`src/inc/cel_cfg.svh`:
```
// constants for the error and level capture block
// assumes inclusion by bare name from package and rtl files
`ifndef CEL_CFG_SVH
`define CEL_CFG_SVH
`define CEL_BYTE_W 8
`define CEL_ADDR_W 16
`define CEL_XLAT_REGS 8
`define CEL_XLAT_W 8
`define CEL_BACKUP_MODE_VAL 8'h00
`define CEL_LVL_RST 8'h0C
`define CEL_LVL_MCHK_BIT 4
`define CEL_ERR_RST 8'h00
`define CEL_ADDR_RST 16'h0000
`define CEL_LVL_MACHINE 4'h8
`define CEL_LVL_INT1 4'h1
`define CEL_LVL_INT2 4'h2
`define CEL_LVL_INT3 4'h3
`define CEL_LVL_INT4 4'h4
`define CEL_LVL_INT5 4'h5
`define CEL_LVL_MAIN 4'h6
`define CEL_LVL_STEAL 4'h7
`define CEL_SEL_LEVEL 2'h0
`define CEL_SEL_PROC_ERR 2'h1
`define CEL_SEL_STOR_ERR 2'h2
`define CEL_SEL_BACKUP 2'h3
`endif

```
`src/inc/cel_pkg.sv`:
```
// types for the error and level capture block
// assumes cel_cfg.svh on the include path
`include "cel_cfg.svh"
package cel_pkg;
    typedef enum logic [2:0] {
        CEL_OP_MAIN,
        CEL_OP_INT1,
        CEL_OP_INT2,
        CEL_OP_INT3,
        CEL_OP_INT4,
        CEL_OP_INT5,
        CEL_OP_STEAL
    } cel_level_t;
    typedef logic [`CEL_BYTE_W-1:0] cel_byte_t;
    typedef logic [`CEL_ADDR_W-1:0] cel_addr_t;
endpackage

```
`src/inc/cel_err_if.sv`:
```
// carries one error byte between capture and its owner
// assumes a single core clock
`timescale 1ns/1ps
`default_nettype none
interface cel_err_if;
    import cel_pkg::*;
    cel_byte_t setBits;
    logic clear;
    cel_byte_t value;
    logic any;
    modport owner (output setBits, output clear, input value, input any);
    modport keeper (input setBits, input clear, output value, output any);
endinterface
`default_nettype wire

```
`src/rtl/cel_capture.sv`:
```
// error, level and status capture of the control store processor
// assumes one synchronous clock; microcode drives strobes for one cycle
// Notes on behaviour
// - qualifier register loads at instruction start, may change while running.
// - backup mode register always reads zero.
// - translation set read as one field, direct first, two unused slots last.
// - address register always holds next instruction address.
// - on any error the level byte is copied to the error table.
// - level byte readable by control-register sense or level sense.
// - level code only in bits 0 to 3, upper bits zero.
// - in machine check the low three bits keep the interrupted level.
// - processor errors raise machine check unless checks disabled.
// - storage errors are flagged and raise machine check unless disabled.
// - error bits set even while checks are disabled.
// - processor error byte cleared by reset command, power-on or system reset.
// - storage error byte cleared by the same three sources.
// - processor error byte survives a load.
// - storage error byte survives a load.
// - immediate sense returns both error bytes.
`timescale 1ns/1ps
`default_nettype none
`include "cel_cfg.svh"
module cel_capture #(
    parameter int XLAT_REGS = `CEL_XLAT_REGS,
    parameter int XLAT_W = `CEL_XLAT_W
) (
    input wire logic core_clk,
    input wire logic sys_rst,
    input wire logic powerOnRst,
    input wire logic panelSysReset,
    input wire logic panelForceRun,
    input wire logic jumperNoCheck,
    input wire logic cmdDisableChecks,
    input wire logic cmdEnableChecks,
    input wire logic cmdResetMachCheck,
    input wire logic loadOp,
    input wire logic [7:0] procErrIn,
    input wire logic [7:0] storErrIn,
    input wire cel_pkg::cel_level_t curLevel,
    input wire logic machCheckDone,
    input wire logic instrStart,
    input wire logic [7:0] instrQualifier,
    input wire logic qualWrite,
    input wire logic [7:0] qualWriteData,
    input wire logic addrLoad,
    input wire cel_pkg::cel_addr_t addrLoadVal,
    input wire logic addrStep,
    input wire logic [XLAT_REGS*XLAT_W-1:0] xlatRegs,
    input wire logic senseCtrlReg,
    input wire logic senseLevel,
    input wire logic [1:0] senseSel,
    input wire logic senseImmediate,
    output logic machCheckIrq,
    output logic checksDisabled,
    output cel_pkg::cel_byte_t levelByte,
    output cel_pkg::cel_byte_t backupModeReg,
    output cel_pkg::cel_byte_t qualifierReg,
    output cel_pkg::cel_addr_t nextInstrAddr,
    output logic [XLAT_REGS*XLAT_W-1:0] translationSet,
    output logic errTableWrite,
    output cel_pkg::cel_byte_t errTableLevel,
    output cel_pkg::cel_byte_t senseData,
    output logic senseValid,
    output cel_pkg::cel_byte_t immProcErr,
    output cel_pkg::cel_byte_t immStorErr,
    output logic immValid
);
    import cel_pkg::*;
    cel_err_if procErr();
    cel_err_if storErr();
    logic [3:0] curCode;
    logic clearErr;
    logic anyErr;
    logic disQ;
    logic disD;
    logic mchkQ;
    logic mchkD;
    logic [2:0] savedQ;
    logic [2:0] savedD;
    cel_byte_t qualQ;
    cel_byte_t qualD;
    cel_addr_t addrQ;
    cel_addr_t addrD;
    cel_byte_t lvlByte;
    cel_byte_t senseQ;
    cel_byte_t senseD;
    logic senseVQ;
    logic senseVD;
    cel_byte_t immPQ;
    cel_byte_t immSQ;
    logic immVQ;
    logic tblWQ;
    cel_byte_t tblLQ;
    logic [XLAT_REGS*XLAT_W-1:0] xlatQ;

    cel_level_code levelCode (
        .level(curLevel),
        .code(curCode)
    );
    // load leaves both bytes alone; only these sources clear
    assign clearErr = cmdResetMachCheck | powerOnRst | panelSysReset;
    assign procErr.setBits = procErrIn;
    assign procErr.clear = clearErr;
    assign storErr.setBits = storErrIn;
    assign storErr.clear = clearErr;
    cel_err_byte procErrByte (
        .core_clk(core_clk),
        .sys_rst(sys_rst),
        .err(procErr.keeper)
    );
    cel_err_byte storErrByte (
        .core_clk(core_clk),
        .sys_rst(sys_rst),
        .err(storErr.keeper)
    );
    assign anyErr = (|procErrIn) | (|storErrIn);

    // check disable: registered command latch plus panel key and jumper
    always_comb begin
        disD = disQ;
        if (cmdEnableChecks) begin
            disD = 1'b0;
        end
        if (cmdDisableChecks) begin
            disD = 1'b1;
        end
    end
    assign checksDisabled = disQ | panelForceRun | jumperNoCheck;
    assign machCheckIrq = mchkQ;

    // machine check state and the level saved on entry
    always_comb begin
        mchkD = mchkQ;
        savedD = savedQ;
        if (clearErr || machCheckDone) begin
            mchkD = 1'b0;
        end
        // a clear in flight beats the stale byte; a new error re-raises next cycle
        if (!checksDisabled && !clearErr && (procErr.any || storErr.any)) begin
            mchkD = 1'b1;
        end
        if (!mchkQ && mchkD) begin
            savedD = curCode[2:0];
        end
    end

    always_comb begin
        if (mchkQ) begin
            lvlByte = {4'h0, 1'b1, savedQ};
        end else begin
            lvlByte = {4'h0, curCode};
        end
    end
    assign levelByte = lvlByte;
    assign backupModeReg = `CEL_BACKUP_MODE_VAL;

    // qualifier register and next-instruction address
    always_comb begin
        qualD = qualQ;
        if (instrStart) begin
            qualD = instrQualifier;
        end else if (qualWrite) begin
            qualD = qualWriteData;
        end
        addrD = addrQ;
        if (addrLoad) begin
            addrD = addrLoadVal;
        end else if (addrStep) begin
            addrD = addrQ + 16'h0001;
        end
    end

    // sense answers, one cycle after the strobe
    always_comb begin
        senseD = senseQ;
        senseVD = 1'b0;
        if (senseLevel) begin
            senseD = lvlByte;
            senseVD = 1'b1;
        end else if (senseCtrlReg) begin
            senseVD = 1'b1;
            case (senseSel)
                `CEL_SEL_LEVEL: senseD = lvlByte;
                `CEL_SEL_PROC_ERR: senseD = procErr.value;
                `CEL_SEL_STOR_ERR: senseD = storErr.value;
                `CEL_SEL_BACKUP: senseD = `CEL_BACKUP_MODE_VAL;
                default: senseD = 8'h00;
            endcase
        end
    end

    always_ff @(posedge core_clk) begin
        if (sys_rst) begin
            disQ <= 1'b0;
            mchkQ <= 1'b0;
            savedQ <= 3'h0;
            qualQ <= 8'h00;
            addrQ <= `CEL_ADDR_RST;
            senseQ <= 8'h00;
            senseVQ <= 1'b0;
            immPQ <= 8'h00;
            immSQ <= 8'h00;
            immVQ <= 1'b0;
            tblWQ <= 1'b0;
            tblLQ <= 8'h00;
            xlatQ <= '0;
        end else begin
            disQ <= disD;
            mchkQ <= mchkD;
            savedQ <= savedD;
            qualQ <= qualD;
            addrQ <= addrD;
            senseQ <= senseD;
            senseVQ <= senseVD;
            immVQ <= senseImmediate;
            if (senseImmediate) begin
                immPQ <= procErr.value;
                immSQ <= storErr.value;
            end
            tblWQ <= anyErr;
            if (anyErr) begin
                tblLQ <= lvlByte;
            end
            xlatQ <= xlatRegs;
        end
    end

    // translation set: register 0 (direct) leftmost, unused slots read zero
    genvar gi;
    generate
        for (gi = 0; gi < XLAT_REGS; gi++) begin : gXlat
            if (gi < 6) begin : gUsed
                assign translationSet[(XLAT_REGS-gi)*XLAT_W-1 -: XLAT_W] =
                    xlatQ[gi*XLAT_W +: XLAT_W];
            end else begin : gUnused
                assign translationSet[(XLAT_REGS-gi)*XLAT_W-1 -: XLAT_W] = '0;
            end
        end
    endgenerate

    assign qualifierReg = qualQ;
    assign nextInstrAddr = addrQ;
    assign errTableWrite = tblWQ;
    assign errTableLevel = tblLQ;
    assign senseData = senseQ;
    assign senseValid = senseVQ;
    assign immProcErr = immPQ;
    assign immStorErr = immSQ;
    assign immValid = immVQ;

    property p_bmr_zero;
        @(posedge core_clk) backupModeReg == 8'h00;
    endproperty
    a_bmr_zero: assert property (p_bmr_zero)
        else $error("backup mode reg nonzero");
    property p_lvl_hi;
        @(posedge core_clk) disable iff (sys_rst) levelByte[7:4] == 4'h0;
    endproperty
    a_lvl_hi: assert property (p_lvl_hi)
        else $error("level byte upper bits set");
    property p_qual;
        @(posedge core_clk) disable iff (sys_rst)
        instrStart |=> qualifierReg == $past(instrQualifier);
    endproperty
    a_qual: assert property (p_qual)
        else $error("qualifier not loaded");
    property p_addr;
        @(posedge core_clk) disable iff (sys_rst)
        (addrStep && !addrLoad) |=> nextInstrAddr == $past(nextInstrAddr) + 16'h0001;
    endproperty
    a_addr: assert property (p_addr)
        else $error("address not stepped");
    property p_tbl;
        @(posedge core_clk) disable iff (sys_rst)
        anyErr |=> errTableWrite && errTableLevel == $past(levelByte);
    endproperty
    a_tbl: assert property (p_tbl)
        else $error("level not captured");
    property p_sense;
        @(posedge core_clk) disable iff (sys_rst)
        senseLevel |=> senseValid && senseData == $past(levelByte);
    endproperty
    a_sense: assert property (p_sense)
        else $error("level sense wrong");
    property p_irq;
        @(posedge core_clk) disable iff (sys_rst)
        (!checksDisabled && |procErrIn) |->
            ##2 (machCheckIrq || $past(clearErr) || $past(machCheckDone));
    endproperty
    a_irq: assert property (p_irq)
        else $error("machine check missed");
    property p_dis;
        @(posedge core_clk) disable iff (sys_rst)
        (checksDisabled && !machCheckIrq) |=> !machCheckIrq;
    endproperty
    a_dis: assert property (p_dis)
        else $error("machine check while disabled");
    property p_clr;
        @(posedge core_clk) disable iff (sys_rst)
        (clearErr && procErrIn == 8'h00 && storErrIn == 8'h00) |=>
            !machCheckIrq && procErr.value == 8'h00 && storErr.value == 8'h00;
    endproperty
    a_clr: assert property (p_clr)
        else $error("error byte not cleared");
    property p_load;
        @(posedge core_clk) disable iff (sys_rst)
        (loadOp && !clearErr) |=>
            (procErr.value & $past(procErr.value)) == $past(procErr.value) &&
            (storErr.value & $past(storErr.value)) == $past(storErr.value);
    endproperty
    a_load: assert property (p_load)
        else $error("load cleared error byte");
    property p_imm;
        @(posedge core_clk) disable iff (sys_rst)
        senseImmediate |=> immValid && immStorErr == $past(storErr.value) &&
            immProcErr == $past(procErr.value);
    endproperty
    a_imm: assert property (p_imm)
        else $error("immediate sense wrong");
    property p_mchk_lvl;
        @(posedge core_clk) disable iff (sys_rst)
        $rose(machCheckIrq) |-> levelByte[3] && levelByte[2:0] == $past(curCode[2:0]);
    endproperty
    a_mchk_lvl: assert property (p_mchk_lvl)
        else $error("machine check level wrong");
    c_mchk: cover property (@(posedge core_clk) $rose(machCheckIrq));
    c_clr: cover property (@(posedge core_clk) machCheckIrq ##1 clearErr ##1 !machCheckIrq);
    c_dis: cover property (@(posedge core_clk) checksDisabled && |procErrIn);
endmodule // cel_capture
`default_nettype wire

```
`src/rtl/cel_err_byte.sv`:
```
// one sticky error byte, set wins over clear
// assumes synchronous reset on core_clk
`timescale 1ns/1ps
`default_nettype none
`include "cel_cfg.svh"
module cel_err_byte (
    input wire logic core_clk,
    input wire logic sys_rst,
    cel_err_if.keeper err
);
    import cel_pkg::*;
    cel_byte_t errQ;
    cel_byte_t errD;
    always_comb begin
        errD = errQ;
        if (err.clear) begin
            errD = `CEL_ERR_RST;
        end
        errD = errD | err.setBits;
    end
    always_ff @(posedge core_clk) begin
        if (sys_rst) begin
            errQ <= `CEL_ERR_RST;
        end else begin
            errQ <= errD;
        end
    end
    assign err.value = errQ;
    assign err.any = |errQ;
    property p_set_sticks;
        @(posedge core_clk) disable iff (sys_rst)
        (|err.setBits) |=> ((errQ & $past(err.setBits)) == $past(err.setBits));
    endproperty
    a_set_sticks: assert property (p_set_sticks)
        else $error("error bit lost");
endmodule // cel_err_byte

```
`src/rtl/cel_level_code.sv`:
```
// maps an operation level onto its four-bit code
// assumes purely combinational use
`timescale 1ns/1ps
`default_nettype none
`include "cel_cfg.svh"
module cel_level_code (
    input wire cel_pkg::cel_level_t level,
    output logic [3:0] code
);
    import cel_pkg::*;
    always_comb begin
        case (level)
            CEL_OP_INT1: code = `CEL_LVL_INT1;
            CEL_OP_INT2: code = `CEL_LVL_INT2;
            CEL_OP_INT3: code = `CEL_LVL_INT3;
            CEL_OP_INT4: code = `CEL_LVL_INT4;
            CEL_OP_INT5: code = `CEL_LVL_INT5;
            CEL_OP_STEAL: code = `CEL_LVL_STEAL;
            default: code = `CEL_LVL_MAIN;
        endcase
    end
endmodule // cel_level_code
```
`config.mk`:
```
export PLATFORM = sky130hd
export DESIGN_NAME = cel_capture
export DESIGN_NICKNAME = d
export VERILOG_FILES = /design/src/inc/cel_pkg.sv /design/src/inc/cel_err_if.sv /design/src/rtl/cel_capture.sv /design/src/rtl/cel_err_byte.sv /design/src/rtl/cel_level_code.sv
export VERILOG_INCLUDE_DIRS = /design/src /design/src/inc
export SDC_FILE = /design/constraint.sdc
export NUM_CORES = 1
export LEC_CHECK = 0
export BUFFER_PORTS_ARGS = -buffer_cell sky130_fd_sc_hd__buf_2
export CORE_MARGIN = 3
export CORE_UTILIZATION = 44
export DETAILED_ROUTE_END_ITERATION = 16
export GPL_ROUTABILITY_DRIVEN = 0
export PLACE_DENSITY = 0.85
export SYNTH_ARGS = -nofsm -noshare
export SYNTH_HDL_FRONTEND = slang
export SYNTH_HIERARCHICAL = 1
export SYNTH_SLANG_ARGS = --single-unit
```
`constraint.sdc`:
```
create_clock -name core_clk -period 1.9 [get_ports core_clk]
set_input_delay 0.19 -clock core_clk [delete_from_list [all_inputs] [get_ports core_clk]]
set_output_delay 0.19 -clock core_clk [all_outputs]
set_load 0.01 [all_outputs]
```
==> impl_metrics.py, run 1 <==
metrics = {
    "sta": {
        "rsz0062_at_grt": "false",
        "report.final.hold_viol_count": 0,
        "layout_worst_path_cycle_share_pct": 92.52,
        "fin_worst_skew_ns": 0.005275,
        "maxClockFrequency_ghz": 0.5689,
        "timing_worst_slew_pin_value_ns": 0.5162,
        "slew_viol_final": 0,
        "setup_viol": 0,
        "final_period_minus_worst_setup_slack_ns": 1.758,
        "timing.hold.ws_ns": 0.03342,
        "max_slew_margin_pct": 65.52,
        "fin_ws_ns": 0.1421,
        "tns_ns": 0,
    },
    "layout": {
        "drive_above_1_share_pct": 32.42,
        "nets": 964,
        "layout.filler_cells": 699,
        "diodes": 0,
        "post-route-util_pct": 71.33,
        "mostFrequentLayoutCell": "sky130_fd_sc_hd__buf_2",
        "area.growth.synth_to_final_pct": 55.01,
        "layout.cells.most_common_list": "225 x sky130_fd_sc_hd__buf_2, 124 x sky130_fd_sc_hd__dfxtp_1, 97 x sky130_fd_sc_hd__dlygate4sd3_1",
    },
    "logic_synthesis": {
        "avgSynthCellArea_sq_um": 9.538,
        "synthesis.yosys.warnings": 6,
        "synth_area_sq_mm": 0.004836,
        "ys_types": 39,
        "synth_seq_cells": 124,
        "cell_count_after_synthesis": 507,
        "yosysSeqAreaShare_pct": 51.33,
    },
    "critical_path": {
        "worstSetupEndpointType": "output port",
        "crit_required_ns": 1.71,
        "worst-setup-path-type": "flop to output port",
        "critical_path.n_buffers_inverters": 1,
        "critical_path_cell_count": 2,
        "capture_point_of_the_critical_path": "levelByte[0]",
        "crit_path_start_kind": "flop",
        "r2r_end": "nextInstrAddr[6]",
        "ff2ff_setup_slack_ns": 0.25,
        "r2r_cells": 4,
        "path_max_fanout": 7,
        "cp_cell_sequence": "mux2_2 -> buf_2",
        "timing.critical_path.arrival_ns": 1.57,
        "worstSetupStartpoint": "machCheckIrq",
        "worstReg2RegStart": "nextInstrAddr[0]",
        "critPathSlowestCell": "sky130_fd_sc_hd__dfxtp_1",
        "critical_path.top_delay_family": "flip-flops",
        "critical_path.max_stage_delay_ns": 0.49,
    },
    "power": {
        "finalPower_mw": 6.727,
        "irDropWorstVdd_mv": 0.7169,
        "static-leakage-power_nw": 3.585,
        "pwr_density_cell_mw_per_mm2": 897.5,
    },
    "clock_tree": {
        "cts_num_sinks": 124,
        "cts_inserted_buffers": 17,
        "cts_buffer_depth": 2,
        "clock_insertion_delay_worst_skew_ns": 0.52,
        "clk_pin_slew_ns": 0.05,
        "cts_tree": "built",
        "post_cts.repair.setup_buffers": 0,
        "cts-htree-levels": 4,
        "clockRootBuffer": "sky130_fd_sc_hd__clkbuf_8",
    },
    "die": {
        "io-pin-count": 276,
        "die_w_um": 110.8,
        "floorplan.initialDensity_pct": 46.02,
        "die_h_um": 110.8,
        "die_area_sq_mm": 0.01228,
        "core-area_sq_mm": 0.01051,
        "fp-row-count": 37,
    },
    "routing": {
        "vias_per_cell": 4.768,
        "final_wirelength_um": 14760,
        "vias": 4649,
        "detail_route.drc_violations": 0,
        "first_pass_iters": 5,
        "drt-wirelength-per-cell_um": 15.14,
        "detailedRoute.firstIterationViolations": 403,
        "drt_antenna_net_count": 0,
    },
    "placement": {
        "detailedPlacementHpwl_um": 8986,
        "post-place-ws_ns": 0.2536,
        "port_buffers": 226,
    },
    "grt": {
        "grt_overflow": 0,
        "grt_start_max_net_pins": 54,
        "grt_pass1_vias": 4738,
        "wire_length_of_the_first_global_routing_pass_um": 23610,
        "initial_antenna_violation_count": 0,
        "global_route.usage.total_pct": 24.04,
    },
    "status": {
        "outcome": "finished, final reports clean",
    },
    "worst_hold_path": {
        "min-delay-path-class": "primary input to flop",
    },
    "run": {
        "drv_cap": 0,
    },
}
cell families after synthesis:
kind of cell             Yosys count  share of synthesized area (%)
AND/OR/NAND/NOR                  182                          20.44
flip-flops                       124                          51.33
buffers and inverters             80                          8.900
AO/OA/AOI/OAI                     70                          9.237
multiplexers                      35                          7.322
XOR/XNOR                          13                          2.354
other                              2                         0.1553
adder cells (fa/ha/maj)            1                         0.2587
worst min-delay path by stage:
stage                     cells past startpoint              from         endpoint  slack, ns
after CTS                                     5  qualWriteData[6]  qualifierReg[6]      0.008
after global placement                        2      xlatRegs[28]        xlatQ[28]       0.40
after detailed placement                      2      xlatRegs[10]        xlatQ[10]       0.40
after global routing                          3      senseCtrlReg     senseData[4]       0.06
after floorplan                               2  cmdDisableChecks             disQ       0.31
final                                         5  qualWriteData[6]  qualifierReg[6]       0.03
repair_timing:
| item | 4_1_cts | 5_1_grt |
|---|---|---|
| endpoints found under the hold margin | 94 | 0 |
| hold buffers | 97 | 0 |
| resized for setup | 0 | 0 |
| setup endpoints to repair | 0 | 0 |
per-layer routing:
layer | GRT usage (%) | vias up | routed length, um
li1 | - | 2264 | -
met1 | 25.57 | 2124 | 5474
met2 | 43.12 | 221 | 7756
met3 | 7.587 | 40 | 1132
met4 | 11.08 | 0 | 399
met5 | 0 | - | 0
power breakdown:
| group | internal (mW) | switching (mW) | total (mW) |
|---|---|---|---|
| logic | 0.450 | 0.420 | 0.870 |
| clock network | 1.94 | 1.08 | 3.02 |
| registers | 2.75 | 0.0901 | 2.84 |
sequential cells by signal, indices dropped and copies added, names as in the netlist, 3 cells and up:
register               flops
qualifierReg               8
immProcErr                 8
xlatQ                     48
storErrByte/err.value      8
immStorErr                 8
savedQ                     3
procErrByte/err.value      8
nextInstrAddr             16
errTableLevel              4
senseData                  8
area by class of cell:
class / count / area (sq um) / area share (%)
well taps: 136 / 170.2 / 2.270
multi-input cells: 334 / 2039 / 27.21
inverters: 21 / 78.83 / 1.052
flip-flops and latches: 124 / 2482 / 33.12
clock buffers: 22 / 462.9 / 6.176
repair buffers: 330 / 2170 / 28.94
clock inverters: 8 / 92.59 / 1.235
stage by stage:
| stage | area (sq um) | instances |
|---|---|---|
| floorplan | 4952 | 538 |
| finish | 7496 | 975 |
| global placement | 5969 | 848 |
| detailed placement | 5969 | 848 |
| CTS | 7496 | 975 |
| global route | 7496 | 975 |
worst min-delay path: stages:
cell                      delay, ns
sky130_fd_sc_hd__buf_2         0.07
sky130_fd_sc_hd__mux2i_1       0.06
sky130_fd_sc_hd__nor2_1        0.08
sky130_fd_sc_hd__a21oi_1       0.05
sky130_fd_sc_hd__nor2_1        0.07
Yosys cell counts, drive strengths merged:
cell type | count | share of area, %
a2111oi | 4 | 0.72
a211oi | 8 | 1.3
a21o | 2 | 0.31
a21oi | 34 | 3.5
a22o | 3 | 0.54
a22oi | 8 | 1.2
a311oi | 3 | 0.54
buf | 37 | 5.6
clkbuf | 22 | 1.7
clkinv | 1 | 0.078
conb | 2 | 0.16
dfxtp | 124 | 51
ha | 1 | 0.26
inv | 20 | 1.6
mux2 | 3 | 0.70
mux2i | 32 | 6.6
nand2 | 18 | 1.4
nand2b | 16 | 2.1
nand3 | 4 | 0.41
nand4 | 6 | 1.2
nor2 | 60 | 4.7
nor2b | 53 | 6.9
nor3 | 5 | 0.52
nor3b | 1 | 0.16
nor4 | 13 | 2.4
o21ai | 4 | 0.41
o21bai | 3 | 0.47
o22ai | 1 | 0.13
or2 | 1 | 0.13
or3 | 5 | 0.65
xnor2 | 12 | 2.2
xor2 | 1 | 0.18
Note: power is estimated with default switching activity, not from simulation.
==> inputs of run 2 (changes only) <==
--- a/config.mk
+++ b/config.mk
@@ -8,11 +8,13 @@
 export LEC_CHECK = 0
 export BUFFER_PORTS_ARGS = -buffer_cell sky130_fd_sc_hd__buf_2
 export CORE_MARGIN = 3
-export CORE_UTILIZATION = 44
+export CORE_UTILIZATION = 45
+export CTS_BUF_LIST = sky130_fd_sc_hd__clkbuf_2 sky130_fd_sc_hd__clkbuf_4 sky130_fd_sc_hd__clkbuf_8
 export DETAILED_ROUTE_END_ITERATION = 16
 export GPL_ROUTABILITY_DRIVEN = 0
-export PLACE_DENSITY = 0.85
+export PLACE_DENSITY = 0.87
 export SYNTH_ARGS = -nofsm -noshare
 export SYNTH_HDL_FRONTEND = slang
 export SYNTH_HIERARCHICAL = 1
 export SYNTH_SLANG_ARGS = --single-unit
+export TNS_END_PERCENT = 20
==> run 2 against run 1 <==
Against the previous run:
- sequential power barely moved
- sequential share of layout area rose by 2.0 points
- via count fell by 3.1%
- highest routed layer unchanged
- non-clock buffer count fell by 34
- final cell count fell by 3.3%
==> impl_metrics.py, run 2 (same netlist as run 1, synthesis figures left out) <==
metrics = {
    "status": {
        "outcome": "finished, final reports clean",
    },
    "routing": {
        "vias": 4504,
        "vias_per_cell": 4.776,
        "drt_antenna_net_count": 0,
        "detail_route.drc_violations": 0,
        "drt-wirelength-per-cell_um": 15.24,
        "first_pass_iters": 4,
        "final_wirelength_um": 14380,
        "detailedRoute.firstIterationViolations": 260,
    },
    "sta": {
        "timing_worst_slew_pin_value_ns": 0.5113,
        "max_slew_margin_pct": 65.91,
        "final_period_minus_worst_setup_slack_ns": 1.717,
        "timing.hold.ws_ns": 0.02897,
        "rsz0062_at_grt": "false",
        "slew_viol_final": 0,
        "setup_viol": 0,
        "report.final.hold_viol_count": 0,
        "tns_ns": 0,
        "fin_worst_skew_ns": 0.01816,
        "layout_worst_path_cycle_share_pct": 90.39,
        "fin_ws_ns": 0.1827,
        "maxClockFrequency_ghz": 0.5823,
    },
    "worst_hold_path": {
        "worst_hold_launch": "addrLoadVal[0]",
        "hold_path_depth": 3,
        "whs_endpoint": "nextInstrAddr[0]",
        "min-delay-path-class": "primary input to flop",
    },
    "layout": {
        "nets": 930,
        "cell_area_after_layout_sq_mm": 0.007062,
        "diodes": 0,
        "largest_register": "xlatQ",
        "mostFrequentLayoutCell": "sky130_fd_sc_hd__buf_2",
        "drive_above_1_share_pct": 34.08,
        "area.growth.synth_to_final_pct": 46.03,
        "layout.filler_cells": 827,
        "max_ffs_per_register": 48,
        "layout.cells.most_common_list": "225 x sky130_fd_sc_hd__buf_2, 124 x sky130_fd_sc_hd__dfxtp_1, 64 x sky130_fd_sc_hd__dlygate4sd3_1",
        "instances_no_fill": 943,
    },
    "placement": {
        "detailedPlacementHpwl_um": 9280,
        "numPlacedInstances": 847,
        "port_buffers": 226,
        "post_dp_cell_area_sq_mm": 0.005962,
        "post-place-ws_ns": 0.2343,
    },
    "power": {
        "power.sequential.fraction_pct": 45.0,
        "static-leakage-power_nw": 3.401,
        "pwr_density_cell_mw_per_mm2": 891.4,
        "irDropWorstVdd_mv": 1.067,
        "cell_internal_pwr_mw": 4.631,
        "total_switching_power_mw": 1.664,
        "combPwrFrac_pct": 12.8,
        "proportion_of_total_power_due_to_net_switching_pct": 26.44,
        "power.share.clock_pct": 42.2,
    },
    "clock_tree": {
        "clock_insertion_delay_worst_skew_ns": 0.42,
        "cts_buffer_depth": 2,
        "clockRootBuffer": "sky130_fd_sc_hd__clkbuf_8",
        "cts_inserted_buffers": 17,
        "cts_num_sinks": 124,
        "cts_tree": "built",
        "cts-htree-levels": 4,
        "clk_pin_slew_ns": 0.09,
        "postCtsResizedCells": 0,
    },
    "critical_path": {
        "critical_path.max_stage_delay_ns": 0.43,
        "crit_path_start_kind": "flop",
        "worstSetupEndpointType": "flop",
        "cp_cell_sequence": "ha_1 -> nand3_1 -> nor4_2 -> xnor2_1 -> a211oi_1",
        "r2r_cells": 5,
        "timing.critical_path.arrival_ns": 2.03,
        "worst-setup-path-type": "flop to flop",
        "crit_required_ns": 2.22,
        "critPathSlowestCell": "sky130_fd_sc_hd__dfxtp_1",
        "r2r_end": "nextInstrAddr[14]",
        "path_max_fanout": 6,
        "worstReg2RegStart": "nextInstrAddr[0]",
        "ff2ff_setup_slack_ns": 0.18,
    },
    "die": {
        "die_w_um": 109.7,
        "die_h_um": 109.7,
        "die_area_sq_mm": 0.01203,
        "fp-row-count": 37,
        "core-area_sq_mm": 0.01037,
        "io-pin-count": 276,
        "floorplan.initialDensity_pct": 46.63,
    },
    "grt": {
        "global_route.usage.total_pct": 22.09,
        "grt_pass1_vias": 4320,
        "grt_overflow": 0,
        "initial_antenna_violation_count": 0,
        "wire_length_of_the_first_global_routing_pass_um": 20570,
        "grt_start_max_net_pins": 52,
    },
    "run": {
        "drv_cap": 0,
    },
}
## run 2: worst max path at each step
stage	start	end	slack [ns]	depth (start not counted)
final	nextInstrAddr[0]	nextInstrAddr[14]	0.18	5
after global placement	powerOnRst	savedQ[0]	0.33	5
after CTS	machCheckIrq	levelByte[0]	0.19	2
after floorplan	nextInstrAddr[0]	nextInstrAddr[6]	0.40	4
after global routing	nextInstrAddr[0]	nextInstrAddr[14]	0.04	5
after detailed placement	nextInstrAddr[0]	nextInstrAddr[14]	0.23	5
## run 2: worst max-delay path, delay by kind of cell (launching register included)
family          cells  cell delay, ns
flops               1            0.43
compound gates      1            0.26
simple gates        2            0.59
fa+ha+maj           1            0.23
xor+xnor            1            0.11
## run 2: power by group through the flow
| stage | logic [mW] | registers, mW | clock network (mW) |
|---|---|---|---|
| after floorplan | 0.360 | 2.94 | 0 |
| after global placement | 0.668 | 2.89 | 0 |
| after detailed placement | 0.684 | 2.89 | 0 |
| after CTS | 0.776 | 2.83 | 2.70 |
| after global routing | 0.885 | 2.85 | 2.84 |
| final | 0.805 | 2.84 | 2.65 |
## run 2: repair_timing
item / CTS / global route
hold buffers: 56 / 8
endpoints found under the setup margin: 0 / 0
buffers inserted: 0 / 0
hold endpoints to repair: 56 / 8
## run 2: per-layer routing
layer / up-vias / GRT usage [%] / part of all wire (%) / wire length [um]
li1: 2200 / - / - / -
met1: 2096 / 24.92 / 37 / 5359
met2: 186 / 39.80 / 55 / 7848
met3: 22 / 7.575 / 6.5 / 928
met4: 0 / 5.521 / 1.7 / 240
met5: - / 0 / 0 / 0
## run 2: per-stage QoR
step,power (mW),utilization [%]
after floorplan,3.299,-
after global placement,3.554,57.49
after detailed placement,3.576,57.49
after CTS,6.305,67.33
after global routing,6.573,68.10
final,6.295,68.10
## run 2: area by class of cell
cell class              count  area, sq um  area share, %
clock buffers              17        234.0          3.313
clock inverters            15        225.2          3.189
repair buffers            296         1832          25.94
multi-input cells         334         2039          28.88
well taps                 136        170.2          2.410
flip-flops and latches    124         2482          35.15
inverters                  21        78.83          1.116
==> inputs of run 3 (changes only) <==
--- a/config.mk
+++ b/config.mk
@@ -13,6 +13,7 @@
 export DETAILED_ROUTE_END_ITERATION = 16
 export GPL_ROUTABILITY_DRIVEN = 0
 export PLACE_DENSITY = 0.87
+export REMOVE_ABC_BUFFERS = 1
 export SYNTH_ARGS = -nofsm -noshare
 export SYNTH_HDL_FRONTEND = slang
 export SYNTH_HIERARCHICAL = 1
==> run 3 against run 2 <==
Against the previous run:
- wire length is 6.2% lower
- die area unchanged
- non-clock buffer count decreased by 12
- flip-flop and latch count unchanged
- critical path type is now flop to output port
- largest power group unchanged
==> impl_metrics.py, run 3 (same netlist as run 1, synthesis figures left out) <==
metrics = {
    "layout": {
        "largest_register": "xlatQ",
        "max_ffs_per_register": 48,
        "mostFrequentLayoutCell": "sky130_fd_sc_hd__buf_2",
        "layout.cells.most_common_list": "225 x sky130_fd_sc_hd__buf_2, 124 x sky130_fd_sc_hd__dfxtp_1, 60 x sky130_fd_sc_hd__nor2_1",
        "instances_no_fill": 931,
        "layout.filler_cells": 827,
        "nets": 918,
        "drive_above_1_share_pct": 34.59,
        "area.growth.synth_to_final_pct": 42.61,
        "diodes": 0,
    },
    "placement": {
        "detailedPlacementHpwl_um": 9090,
        "port_buffers": 226,
        "numPlacedInstances": 847,
        "post-place-ws_ns": 0.2657,
    },
    "routing": {
        "drt-wirelength-per-cell_um": 14.48,
        "detail_route.drc_violations": 0,
        "vias_per_cell": 4.757,
        "vias": 4429,
        "drt_antenna_net_count": 0,
        "first_pass_iters": 6,
        "detailedRoute.firstIterationViolations": 219,
        "final_wirelength_um": 13480,
    },
    "sta": {
        "report.final.hold_viol_count": 0,
        "setup_viol": 0,
        "timing_worst_slew_pin_value_ns": 0.5168,
        "max_slew_margin_pct": 65.55,
        "tns_ns": 0,
        "fin_ws_ns": 0.2382,
        "final_period_minus_worst_setup_slack_ns": 1.662,
        "maxClockFrequency_ghz": 0.6017,
        "slew_viol_final": 0,
        "layout_worst_path_cycle_share_pct": 87.47,
        "rsz0062_at_grt": "false",
        "timing.hold.ws_ns": 0.007198,
        "fin_worst_skew_ns": 0.01412,
    },
    "grt": {
        "wire_length_of_the_first_global_routing_pass_um": 19960,
        "grt_start_max_net_pins": 62,
        "global_route.usage.total_pct": 21.31,
        "initial_antenna_violation_count": 0,
        "grt_overflow": 0,
        "grt_pass1_vias": 4192,
    },
    "critical_path": {
        "worstSetupEndpointType": "output port",
        "ff2ff_setup_slack_ns": 0.27,
        "critical_path.max_stage_delay_ns": 0.51,
        "cp_cell_sequence": "mux2_2 -> buf_2",
        "r2r_cells": 5,
        "path_max_fanout": 7,
        "crit_path_start_kind": "flop",
        "worstReg2RegStart": "nextInstrAddr[0]",
        "critPathSlowestCell": "sky130_fd_sc_hd__dfxtp_1",
        "worst-setup-path-type": "flop to output port",
        "crit_required_ns": 1.71,
        "timing.critical_path.arrival_ns": 1.47,
        "r2r_end": "nextInstrAddr[14]",
    },
    "die": {
        "die_h_um": 109.7,
        "core-area_sq_mm": 0.01037,
        "die_area_sq_mm": 0.01203,
        "io-pin-count": 276,
        "floorplan.initialDensity_pct": 46.63,
        "fp-row-count": 37,
        "die_w_um": 109.7,
    },
    "clock_tree": {
        "postCtsResizedCells": 0,
        "post_cts.repair.setup_buffers": 0,
        "clockRootBuffer": "sky130_fd_sc_hd__clkbuf_8",
        "cts_tree": "built",
        "cts_inserted_buffers": 17,
        "cts-htree-levels": 4,
        "cts_buffer_depth": 2,
        "cts_num_sinks": 124,
        "clk_pin_slew_ns": 0.09,
        "clock_insertion_delay_worst_skew_ns": 0.41,
    },
    "status": {
        "outcome": "finished, final reports clean",
    },
    "power": {
        "finalPower_mw": 5.955,
        "irDropWorstVdd_mv": 0.7939,
        "static-leakage-power_nw": 3.333,
        "pwr_density_cell_mw_per_mm2": 863.4,
    },
    "worst_hold_path": {
        "worst_hold_launch": "xlatRegs[0]",
        "whs_endpoint": "xlatQ[0]",
        "hold_path_depth": 2,
        "min-delay-path-class": "primary input to flop",
    },
    "run": {
        "drv_cap": 0,
    },
}
run 3: cell types whose count changed in the layout (fill, tap and decap cells not counted), sizes merged:
cell	before	now
clkinv	3	7
dlygate4sd3	64	52
clkbuf	17	18
clkinvlp	1	0
inv	28	26
bufinv	4	2
run 3: how the worst max path moves through the flow:
stage	from	to	slack (ns)	cells past startpoint
floorplan	nextInstrAddr[0]	nextInstrAddr[6]	0.40	4
global placement	powerOnRst	savedQ[0]	0.29	5
detailed placement	powerOnRst	savedQ[2]	0.27	5
CTS	machCheckIrq	levelByte[2]	0.20	2
global route	machCheckIrq	levelByte[2]	0.14	2
finish	machCheckIrq	levelByte[2]	0.24	2
run 3: metrics by stage:
stage / util, % / area, sq um
global route: 66.51 / 6897
floorplan: - / 4601
CTS: 65.93 / 6837
finish: 66.51 / 6897
detailed placement: 57.61 / 5974
global placement: 57.61 / 5974
run 3: critical path, delay by kind of cell, from the launching register on:
| kind | cells | cell delay (ns) |
|---|---|---|
| flops | 1 | 0.51 |
| mux | 1 | 0.42 |
| buf+inv | 1 | 0.15 |
run 3: layout make-up:
cell class | count | area, sq um | share of cell area [%]
clock buffers | 18 | 241.5 | 3.501
clock inverters | 14 | 160.2 | 2.322
inverters | 21 | 78.83 | 1.143
multi-input cells | 334 | 2039 | 29.57
flip-flops and latches | 124 | 2482 | 35.99
well taps | 136 | 170.2 | 2.467
repair buffers | 284 | 1724 | 25.00
run 3: power by group:
part / internal, mW / switching, mW / total (mW)
Combinational: 0.388 / 0.395 / 0.783
Sequential: 2.74 / 0.0922 / 2.83
Clock: 1.22 / 1.12 / 2.34
Total: 4.34 / 1.61 / 5.95
run 3: layer usage:
metal / vias up / track usage (%) / wire length, um
met1: 2041 / 24.39 / 4993
met3: 26 / 8.984 / 1221
li1: 2175 / - / -
met5: - / 0 / 0
met4: 0 / 5.966 / 233
met2: 187 / 36.40 / 7036
run 3: timing repair:
item                                    4_1_cts  5_1_grt
hold endpoints to repair                     46        6
hold buffers                                 46        6
endpoints found under the setup margin        0        0
